[config.mk]
export PLATFORM = sky130hd
export DESIGN_NAME = pdt_timer
export DESIGN_NICKNAME = d
export VERILOG_FILES = /design/src/logic/pdt_pkg.sv /design/src/logic/pdt_pin_sync.sv /design/src/logic/pdt_timer.sv
export VERILOG_INCLUDE_DIRS = /design/src /design/src/logic
export SDC_FILE = /design/constraint.sdc
export NUM_CORES = 1
export LEC_CHECK = 0
export ABC_AREA = 1
export ABC_CLOCK_PERIOD_IN_PS = 3970
export BUFFER_PORTS_ARGS = -buffer_cell sky130_fd_sc_hd__buf_2
export CELL_PAD_IN_SITES_DETAIL_PLACEMENT = 0
export CELL_PAD_IN_SITES_GLOBAL_PLACEMENT = 1
export CORE_UTILIZATION = 40
export DETAILED_ROUTE_END_ITERATION = 12
export PLACE_DENSITY = 0.74
export SYNTH_ARGS = -nofsm -noshare
export SYNTH_HDL_FRONTEND = slang
export SYNTH_HIERARCHICAL = 1
export SYNTH_SLANG_ARGS = --single-unit
[constraint.sdc]
create_clock -name clk_sys -period 3.97 [get_ports clk_sys]
set_input_delay 0.794 -clock clk_sys [delete_from_list [all_inputs] [get_ports clk_sys]]
set_output_delay 0.794 -clock clk_sys [all_outputs]
set_load 0.005 [all_outputs]
[src/logic/pdt_map.svh]
// Purpose: Register offsets, field positions, reset values and counts for the
//          prescaled down-counter timer.
// Assumes: Byte-wide register port with an 8-bit address.
// Notes:   Definitions only.
`ifndef PDT_MAP_SVH
`define PDT_MAP_SVH

// Register offsets
`define PDT_PRESCALE_ADDR   8'hd2
`define PDT_COUNT_ADDR      8'hd3
`define PDT_CONTROL_ADDR    8'hd4
`define PDT_IRQ_STATUS_ADDR 8'hd8
`define PDT_IRQ_MASK_ADDR   8'hd9

// Control/status field positions
`define PDT_CTL_ZERO_BIT    7
`define PDT_CTL_IEN_BIT     6
`define PDT_CTL_DIR_BIT     5
`define PDT_CTL_DOUT_BIT    4
`define PDT_CTL_RUN_BIT     3
`define PDT_CTL_TAP_MSB     2
`define PDT_CTL_TAP_LSB     0

// Interrupt status/mask field positions
`define PDT_IRQ_ZERO_BIT    0
`define PDT_IRQ_EDGE_BIT    1
`define PDT_IRQ_WIDTH       2

// Reset values
`define PDT_COUNT_RESET     8'hff
`define PDT_PRESCALE_RESET  7'h7f
`define PDT_CONTROL_RESET   8'h00
`define PDT_IRQ_RESET       2'h0

// Internal clock divider ahead of the prescaler
`define PDT_CLK_DIV         12

`endif

[src/logic/pdt_pkg.sv]
// Purpose: Types shared by the prescaled down-counter timer.
// Assumes: Constants live in pdt_map.svh.
// Notes:   Types only.
package pdt_pkg;

   typedef logic [7:0] pdt_byte_t;
   typedef logic [6:0] pdt_presc_t;
   typedef logic [2:0] pdt_tap_t;

   // Pin operating modes
   typedef enum logic [1:0] {
      PDT_EVENT,
      PDT_GATED,
      PDT_OUTPUT
   } pdt_mode_t;

endpackage

[src/logic/pdt_pin_sync.sv]
// Purpose: Bring the timer pin into the core clock and find its rising edges.
// Assumes: Pin may change at any time relative to clk_sys.
// Notes:   First stage feeds only the second stage.
`timescale 1ns/1ps
module pdt_pin_sync (
   input  wire logic clk_sys,
   input  wire logic rst_n,
   input  wire logic pin_async,
   output logic      pin_level,
   output logic      pin_rise
);

   logic meta;
   logic level_d;

   // Two-stage synchroniser, then edge memory
   always_ff @(posedge clk_sys or negedge rst_n) begin
      if (!rst_n) begin
         meta      <= 1'b0;
         pin_level <= 1'b0;
         level_d   <= 1'b0;
      end else begin
         meta      <= pin_async;
         pin_level <= meta;
         level_d   <= pin_level;
      end
   end

   // Rising edge from settled stages only
   assign pin_rise = pin_level & ~level_d;

endmodule // pdt_pin_sync

[src/logic/pdt_timer.sv]
// Purpose: 8-bit down-counter behind a 7-bit prescaler with selectable tap,
//          timer pin as event input, gate input or output, zero flag and irq.
// Assumes: Register port: address, write data, write and read strobes,
//          read data in the cycle after the read strobe.
// Notes:   Internal tick is clk_sys divided by CLK_DIV.
`timescale 1ns/1ps
`include "pdt_map.svh"

// What this block does
// - Zero flag on decrement, zero write, bit7
// - Reset: count FF, prescaler 7F, control clear
// - Output latch follows data while flag high in output mode
// - Counter write beats decrement-to-zero flag
// - Counter and prescaler read live values
// - Timer irq when flag and enable set
// - Bit 5 selects pin input or output
// - Bit 4 output level or input mode
// - Run bit low forces 7F, halts counter and prescaler
// - Tap code n divides by two^n
// - Counter decrements on rising tap edge
// - Prescaler fed by tick or pin
// - Gated counts while high; event counts edges
// - Prescaler loadable while running
module pdt_timer #(
   parameter int unsigned CLK_DIV = `PDT_CLK_DIV
) (
   input  wire logic             clk_sys,
   input  wire logic             rst_n,
   input  wire pdt_pkg::pdt_byte_t reg_addr,
   input  wire pdt_pkg::pdt_byte_t reg_wdata,
   input  wire logic             reg_wr,
   input  wire logic             reg_rd,
   output pdt_pkg::pdt_byte_t    reg_rdata,
   input  wire logic             timer_pin_in,
   output logic                  timer_pin_out,
   output logic                  timer_pin_oe,
   output logic                  timer_irq,
   output logic                  event_irq
);
   import pdt_pkg::*;

   // Divider width; a divide of one still needs one bit so the
   // compare below stays legal
   localparam int unsigned DW = (CLK_DIV > 1) ? $clog2(CLK_DIV) : 1;
   localparam logic [DW-1:0] DIV_LAST = DW'(CLK_DIV - 1);

   // Register state
   // Control bits kept as named flops, assembled only for readback
   pdt_byte_t                   count_value;
   pdt_presc_t                  prescale_value;
   logic                        count_zero_flag;
   logic                        zero_irq_enable;
   logic                        pin_direction_select;
   logic                        dout_mode;
   logic                        prescaler_run;
   pdt_tap_t                    tap_select;
   logic [`PDT_IRQ_WIDTH-1:0]   irq_status;
   logic [`PDT_IRQ_WIDTH-1:0]   irq_mask;
   logic [DW-1:0]               div_cnt;

   // Combinational nets
   logic                        pin_level;
   logic                        pin_rise;
   pdt_mode_t                   pin_mode;
   logic                        div_tick;
   logic                        presc_tick;
   logic                        count_tick;
   pdt_presc_t                  next_presc;
   logic                        tap_old;
   logic                        tap_new;
   logic                        hit_zero;
   logic                        zero_set;
   logic                        zero_clr;
   logic                        next_zero;
   logic [`PDT_IRQ_WIDTH-1:0]   irq_events;
   logic [`PDT_IRQ_WIDTH-1:0]   irq_clear;
   logic [`PDT_IRQ_WIDTH-1:0]   next_irq_status;
   pdt_byte_t                   control_read;
   pdt_byte_t                   next_rdata;
   logic                        wr_count;
   logic                        wr_presc;
   logic                        wr_ctl;
   logic                        wr_istat;
   logic                        wr_imask;

   // Selected tap bit of a prescaler value; code 0 has no bit
   // Code 0 is handled by the caller, which counts every tick
   function automatic logic tap_out(input pdt_presc_t p, input pdt_tap_t s);
      pdt_tap_t idx;
      idx = s - 3'd1;
      tap_out = (s == 3'd0) ? 1'b0 : p[idx];
   endfunction

   // Pin moves freely from outside, so it never feeds logic raw
   // pin sync and edges
   pdt_pin_sync u_pin_sync (
      .clk_sys   (clk_sys),
      .rst_n     (rst_n),
      .pin_async (timer_pin_in),
      .pin_level (pin_level),
      .pin_rise  (pin_rise)
   );

   // Address decode
   // Unmapped writes match nothing and are dropped
   assign wr_count = reg_wr && (reg_addr == `PDT_COUNT_ADDR);
   assign wr_presc = reg_wr && (reg_addr == `PDT_PRESCALE_ADDR);
   assign wr_ctl   = reg_wr && (reg_addr == `PDT_CONTROL_ADDR);
   assign wr_istat = reg_wr && (reg_addr == `PDT_IRQ_STATUS_ADDR);
   assign wr_imask = reg_wr && (reg_addr == `PDT_IRQ_MASK_ADDR);

   // data bit picks gated or event
   assign pin_mode = pin_direction_select ? PDT_OUTPUT :
                     (dout_mode ? PDT_GATED : PDT_EVENT);

   // Internal divide-by-CLK_DIV tick
   // Wrap at CLK_DIV-1 gives one tick every CLK_DIV clocks
   // Free-runs from reset; tick phase is not software visible
   assign div_tick = (div_cnt == DIV_LAST);

   always_ff @(posedge clk_sys or negedge rst_n) begin
      if (!rst_n) begin
         div_cnt <= '0;
      end else if (div_tick) begin
         div_cnt <= '0;
      end else begin
         div_cnt <= div_cnt + DW'(1);
      end
   end

   // Gate and event inputs use the synchronised pin only
   // prescaler input select
   always_comb begin
      case (pin_mode)
         PDT_EVENT:  presc_tick = pin_rise;
         PDT_GATED:  presc_tick = div_tick & pin_level;
         PDT_OUTPUT: presc_tick = div_tick;
         default:    presc_tick = 1'b0;
      endcase
   end

   // Down-count wraps from 00 to 7F
   assign next_presc = prescale_value - 7'h01;

   assign tap_old = tap_out(prescale_value, tap_select);
   assign tap_new = tap_out(next_presc, tap_select);

   // Old and new tap bit compared, no extra flop per tap
   // Prescaler counts down, so a tap bit rises on a borrow
   // decrement on tap rise
   assign count_tick = prescaler_run && presc_tick &&
                       ((tap_select == 3'd0) || (!tap_old && tap_new));

   // Counter at 01 plus a tick is the decrement that lands on 00
   // write masks the zero event
   assign hit_zero = count_tick && (count_value == 8'h01) && !wr_count;

   assign zero_set = hit_zero ||
                     (wr_count && (reg_wdata == 8'h00)) ||
                     (wr_ctl && reg_wdata[`PDT_CTL_ZERO_BIT]);

   assign zero_clr  = wr_ctl && !reg_wdata[`PDT_CTL_ZERO_BIT];
   // Set beats clear so no zero is lost
   assign next_zero = zero_set || (count_zero_flag && !zero_clr);

   // Counter register
   // Software write beats the tick; that tick is lost
   always_ff @(posedge clk_sys or negedge rst_n) begin
      if (!rst_n) begin
         count_value <= `PDT_COUNT_RESET;
      end else if (wr_count) begin
         count_value <= reg_wdata;
      end else if (count_tick) begin
         count_value <= count_value - 8'h01;
      end
   end

   // Prescaler register
   // Run low wins over a load, so a stopped prescaler shows 7F
   always_ff @(posedge clk_sys or negedge rst_n) begin
      if (!rst_n) begin
         prescale_value <= `PDT_PRESCALE_RESET;
      end else if (!prescaler_run) begin
         prescale_value <= `PDT_PRESCALE_RESET;
      end else if (wr_presc) begin
         prescale_value <= reg_wdata[6:0];
      end else if (presc_tick) begin
         prescale_value <= next_presc;
      end
   end

   // Control/status register
   // Flag updates every cycle; other fields only on a control write
   always_ff @(posedge clk_sys or negedge rst_n) begin
      if (!rst_n) begin
         count_zero_flag      <= 1'b0;
         zero_irq_enable      <= 1'b0;
         pin_direction_select <= 1'b0;
         dout_mode            <= 1'b0;
         prescaler_run        <= 1'b0;
         tap_select           <= 3'd0;
      end else begin
         count_zero_flag <= next_zero;
         if (wr_ctl) begin
            zero_irq_enable      <= reg_wdata[`PDT_CTL_IEN_BIT];
            pin_direction_select <= reg_wdata[`PDT_CTL_DIR_BIT];
            dout_mode            <= reg_wdata[`PDT_CTL_DOUT_BIT];
            prescaler_run        <= reg_wdata[`PDT_CTL_RUN_BIT];
            tap_select           <= reg_wdata[`PDT_CTL_TAP_MSB:`PDT_CTL_TAP_LSB];
         end
      end
   end

   // Pin driver; latch holds once the flag drops
   // Registered, so the pin moves one clock after the flag
   // Flag low keeps the last driven level rather than clearing it
   always_ff @(posedge clk_sys or negedge rst_n) begin
      if (!rst_n) begin
         timer_pin_out <= 1'b0;
         timer_pin_oe  <= 1'b0;
      end else begin
         timer_pin_oe <= pin_direction_select;
         if (pin_direction_select && count_zero_flag) begin
            timer_pin_out <= dout_mode;
         end
      end
   end

   // Level request; stays up until software drops flag or enable
   // timer request from flag and enable
   always_ff @(posedge clk_sys or negedge rst_n) begin
      if (!rst_n) begin
         timer_irq <= 1'b0;
      end else begin
         timer_irq <= count_zero_flag && zero_irq_enable;
      end
   end

   // Sticky event bits, write one to clear, set wins
   // Counter bit only from real decrements, not software writes
   assign irq_events      = {pin_rise, hit_zero};
   assign irq_clear       = wr_istat ? reg_wdata[`PDT_IRQ_WIDTH-1:0] : '0;
   assign next_irq_status = irq_events | (irq_status & ~irq_clear);

   always_ff @(posedge clk_sys or negedge rst_n) begin
      if (!rst_n) begin
         irq_status <= `PDT_IRQ_RESET;
         irq_mask   <= `PDT_IRQ_RESET;
         event_irq  <= 1'b0;
      end else begin
         irq_status <= next_irq_status;
         if (wr_imask) begin
            irq_mask <= reg_wdata[`PDT_IRQ_WIDTH-1:0];
         end
         event_irq <= |(irq_status & irq_mask);
      end
   end

   // Readback assembly
   // Unmapped addresses return 00, so a stray read is harmless
   assign control_read = {count_zero_flag, zero_irq_enable, pin_direction_select,
                          dout_mode, prescaler_run, tap_select};

   always_comb begin
      case (reg_addr)
         `PDT_PRESCALE_ADDR:   next_rdata = {1'b0, prescale_value};
         `PDT_COUNT_ADDR:      next_rdata = count_value;
         `PDT_CONTROL_ADDR:    next_rdata = control_read;
         `PDT_IRQ_STATUS_ADDR: next_rdata = {6'h00, irq_status};
         `PDT_IRQ_MASK_ADDR:   next_rdata = {6'h00, irq_mask};
         default:              next_rdata = 8'h00;
      endcase
   end

   // Read data stands one cycle after the strobe only
   // Back to 00 outside the read slot keeps a shared bus quiet
   always_ff @(posedge clk_sys or negedge rst_n) begin
      if (!rst_n) begin
         reg_rdata <= 8'h00;
      end else if (reg_rd) begin
         reg_rdata <= next_rdata;
      end else begin
         reg_rdata <= 8'h00;
      end
   end

endmodule // pdt_timer

Word level (Yosys, flattened, before mapping):

Index checks and enable logic that the tools add are counted.

* bits in registers: 46
* output and inout bits: 12

* bitwise operators: 7
* order comparisons: 1
* eq/ne operators: 10
* muxes and demuxes: 18
* reduce and logical (&&, ||, !) cells: 29
* add/subtract/negate cells: 4

Operator list (count)
* $eq A8 B8 Y1 const B: 5
* $pmux W8 S5: 1
* $mux W8: 3
* $mux W7: 3
* $logic_and A1 B1 Y1: 16
* $eq A8 B1 Y1 const B: 1
* $logic_not A8 Y1: 1
* $sub A8 B1 Y8 const B: 1
* $sub A7 B1 Y7 const B: 1
* $bmux W1 S3: 2
* $mux W1: 5
* $add A4 B1 Y4 const B: 1
* $and A2 B2 Y2: 2
* $eq A4 B4 Y1 const B: 1
* $logic_not A1 Y1: 4
* $logic_or A1 B1 Y1: 4
* $lt A3 B4 Y1 const B: 1
* $mux W2: 2
* $mux W4: 1
* $logic_not A3 Y1: 1
* $ne A3 B1 Y1 const B: 1
* $pmux W1 S3: 1
* $sub A3 B1 Y3 const B: 1
* $and A1 B1 Y1: 2
* other kinds (8): 8

Longest topological paths before layout:

* word-level depth: 13
* gate-level depth with buffers: 12
* gate-level depth less buffers: 12

Hierarchy:

Netlist, hierarchy kept.

By module, submodules not included
* pdt_timer: times used 1, area each 2528.7 µm², cells an instance 332
* pdt_pin_sync: times used 1, area each 85.1 µm², cells an instance 5

Worst setup path after synthesis:

No wires, ideal clock.

* path kind: input to register
* from: in reg_addr[5]
* to: reg pin_direction_select
* path slack: 2214 ps
* stages: 9
* library setup time: 122 ps
* buffers on the path: 1
* arrival: 1634 ps
* cells stage by stage: inv_1 > nand4_1 > inv_2 > nand2_1 > inv_2 > nand2_2 > buf_2 > nand2_1 > o21ai_1

* word-level cells in the longest chain between the ends: 2

RTL lines
* start, declared: RTL line pdt_timer.sv:29 `input wire pdt_pkg::pdt_byte_t reg_addr,`
* $eq A8 B8 Y1
* $logic_and A1 B1 Y1: RTL line pdt_timer.sv:108 `` assign wr_ctl = reg_wr && (reg_addr == `PDT_CONTROL_ADDR); ``
* end signal, assigned: RTL line pdt_timer.sv:206 `` pin_direction_select <= reg_wdata[`PDT_CTL_DIR_BIT]; ``
* end, declared: RTL line pdt_timer.sv:53 `logic pin_direction_select;`

Every way passes these cells.
A chain may end at the register's enable or synchronous reset.

Worst setup path after layout:

* from: in reg_addr[2]
* to: reg prescale_value[5]

* word-level cells in the longest chain between the ends: 4

RTL lines
* $eq A8 B8 Y1 *
* $logic_and A1 B1 Y1 *: RTL line pdt_timer.sv:107 `` assign wr_presc = reg_wr && (reg_addr == `PDT_PRESCALE_ADDR); ``
* $mux W7: RTL line pdt_timer.sv:185 `end else if (wr_presc) begin`
* $mux W7: RTL line pdt_timer.sv:183 `end else if (!prescaler_run) begin`
* end signal, assigned: RTL line pdt_timer.sv:182 `` prescale_value <= `PDT_PRESCALE_RESET; ``
* end signal, assigned: RTL line pdt_timer.sv:184 `` prescale_value <= `PDT_PRESCALE_RESET; ``
* end signal, assigned: RTL line pdt_timer.sv:186 `prescale_value <= reg_wdata[6:0];`
* end, declared: RTL line pdt_timer.sv:50 `pdt_presc_t prescale_value;`

Mark *: on every way between the ends. The rest lies on a longest branch, timed or not.

==> flow_metrics.env <==
export IMPL_multi_input_area_um2=1194
export IMPL_cts_tree="built"
export IMPL_ys_types=32
export IMPL_yosysSeqAreaShare_pct=44.76
export IMPL_rsz0062_at_grt="no"
export IMPL_violations="design-rule violations"
export IMPL_min_path_type="reg2reg"
export IMPL_synth_ff_type="dfrtp_1"
export IMPL_diodes=0
export IMPL_syn_nets=364
export IMPL_cts_root_buffer="clkbuf_8"
export IMPL_drive_gt1_share_pct=21.45
export IMPL_synth_edff_count=0
export IMPL_fmax_mhz=482.8
export IMPL_ios=33
export IMPL_post_cts_resized=0
export IMPL_slew_violations=0
export IMPL_hold_buffers=0
export IMPL_cts_buffers_inserted=5
export IMPL_critPathLaunchType="input pin"
export IMPL_place_gp_congestion=0.8232
export IMPL_min_period_ns=2.071
export IMPL_dr_pass1_iters=8
export IMPL_cap_violations=0
export IMPL_setup_worst_path_end_class="register"
export IMPL_syn_area_um2=2614
export IMPL_fin_ws_ns=1.899
export IMPL_die_area_um2=6862
export IMPL_syn_area_per_cell_um2=7.756
export IMPL_vdd_drop_max_uv=233.0
export IMPL_crit_path_max_incr_delay_ns=0.45
export IMPL_cp_data_required_time_ns=4.18
export IMPL_cts_setup_buffers=0
export IMPL_clock_latency_ns=0.30
export IMPL_min_period_over_period_pct=52.18
export IMPL_drt_wirelength_per_cell_um=14.44
export IMPL_status="finished with violations"
export IMPL_drt_iter0_markers=135
export IMPL_postLayoutCellArea_um2=2932
export IMPL_seqCellArea_um2=1170
export IMPL_die_width_um=82.84
export IMPL_fillers=661
export IMPL_vias=2296
export IMPL_initial_core_util_pct=41.40
export IMPL_yosys_register_bits=46
export IMPL_grt_overflow_total=0
export IMPL_grt_pass1_vias=2217
export IMPL_synth_area_leaders="dfrtp_1, dfstp_2, nand2_1, inv_1, nand3_1"
export IMPL_viasPerCell=5.102
export IMPL_async_reset_ff_share_pct=100.0
export IMPL_cts_buffer_depth=2
export IMPL_worstPathMaxFanout=12
export IMPL_synth_top_area_cell="dfrtp_1"
export IMPL_pre_cts_slack_ns=1.635
export IMPL_p_leak_nw=1.550
export IMPL_slowest_stage="nand2_1"
export IMPL_grt_max_degree=27
export IMPL_synthCells=337
export IMPL_std_cell_rows=29
export IMPL_yosysWarnings=6
export IMPL_placed_area_um2=2840
export IMPL_tightest_slew_ns=0.5314
export IMPL_htree_levels=2
export IMPL_routed_wirelength_um=6496
export IMPL_finClkSkew_ns=0.006672
export IMPL_die_h_um=82.84
export IMPL_dp_hpwl_um=4925
export IMPL_ff2ff_setup_slack_ns=2.06
export IMPL_clock_sinks=46
export IMPL_syn_to_final_growth_pct=12.16
export IMPL_port_buffer_count=32
export IMPL_finalSetupViolCount=0
export IMPL_relSlewSlack_pct=64.58
export IMPL_antenna_found_initial=0
export IMPL_finalHoldViolCount=0
export IMPL_finalNetCount=399
export IMPL_power_density_nw_per_um2=407.5
export IMPL_grt_pass1_wl_um=10840
export IMPL_critPathKind="in2reg"
export IMPL_drc=2
export IMPL_synth_top_area_share_pct=29.68
export IMPL_postRouteAntennaNets=0
export IMPL_path_clk_slew_ns=0.09
export IMPL_final_util_pct=46.43
export IMPL_grt_total_usage_pct=19.90
export IMPL_core_area_um2=6314
export IMPL_p_total_mw=1.195
export IMPL_path_cells="buf_2 -> inv_2 -> nand2_1 -> nor3_2 -> nand3_1 -> nand2_1 -> o21ai_0 -> o21ai_0"
export IMPL_tns_ns=0
export IMPL_cp_arrival_ns=2.29
synth_stat cells, types with 3 or more instances:
cell      instances
o22ai_1           6
o221ai_1          3
a21oi_1          10
nand2_1          76
xor2_1            3
dfrtp_1          31
inv_1            46
o21ai_0          17
inv_2             9
nand3_1          23
nand2_4           4
nand4_1           7
nor3_1            5
a31oi_1           3
o21ai_1          21
buf_2             3
nor2_2            4
ha_1              6
dfstp_2          15
nor3_2            3
nor2_1           27
final cells by class:
class / instances / share of cell area [%]
multi-input combinational: 230 / 40.72
sequential: 46 / 39.91
inverter: 56 / 7.256
timing repair buffer: 33 / 5.719
tap: 77 / 3.286
clock buffer: 7 / 2.945
clock inverter: 1 / 0.1707
metrics by stage:
stage	instances	hold slack, ns
2_1_floorplan	337	0.3312
3_3_place_gp	442	0.3361
3_5_place_dp	442	0.3371
4_1_cts	450	0.3636
5_1_grt	450	0.3641
6_report	450	0.3626
layer usage:
metal  vias up  wire length (um)  GRT usage (%)
met5         -                 0              0
met4         0                53          5.799
met3         5               273          2.982
met2        55              3023          31.37
met1      1071              3145          28.42
li1       1165                 -              -
where the power goes:
group | switching [mW] | internal (mW) | total (mW)
Combinational | 0.182 | 0.124 | 0.306
Sequential | 0.0487 | 0.535 | 0.584
Clock | 0.163 | 0.141 | 0.304
cells in the final DEF, fill, tap and decap left out, types with 2 or more instances in the layout:
cell type	Yosys	layout
a21oi_1	10	10
nand2_2	2	2
dfstp_2	15	15
nand2_4	4	4
nand2_1	76	76
o211ai_1	2	2
o21ai_1	21	21
buf_2	3	32
clkbuf_8	0	6
inv_1	46	46
inv_2	9	9
nand3_1	23	23
o221ai_1	3	3
nand4_1	7	7
nor3_1	5	5
nor2_2	4	4
o22ai_1	6	6
o21ai_0	17	17
ha_1	6	6
xor2_1	3	3
dfrtp_1	31	31
nor2_1	27	27
a31oi_1	3	3
nor3_2	3	3
xnor2_1	2	2
registers in the layout (all words and copies together), names as in the netlist, 2 cells and up:
| name | cells |
|---|---|
| count_value | 8 |
| div_cnt | 4 |
| irq_mask | 2 |
| irq_status | 2 |
| prescale_value | 7 |
| reg_rdata | 8 |
| tap_select | 3 |
critical path, delay by kind of cell:
kind,cells,cell delay (ns)
and+or+nand+nor,4,1.08
AOI/OAI and AO/OA,2,0.24
buffers and inverters,2,0.16
worst paths after layout:
| path | from | end | depth (start not counted) |
|---|---|---|---|
| setup / recovery | reg_addr[2] | prescale_value[5] | 8 |
| hold / removal | u_pin_sync/meta | u_pin_sync/pin_level | 0 |
| setup reg to reg | prescale_value[1] | count_value[1] | 11 |
| hold reg to reg | u_pin_sync/meta | u_pin_sync/pin_level | 0 |
| max in group asynchronous | rst_n | count_value[2] | 2 |
| min in group asynchronous | rst_n | u_pin_sync/meta | 1 |
kinds of logic after synthesis:
group                      count (synthesis)  share of synthesized area (%)
adders and majority gates                  6                          2.872
AOI/OAI and AO/OA                         64                          13.50
and+or+nand+nor                          155                          27.62
DFF                                       46                          44.76
xor gates and xnor gates                   5                          1.676
buffers and inverters                     61                          9.574
Note: power is estimated with default switching activity, not from simulation.
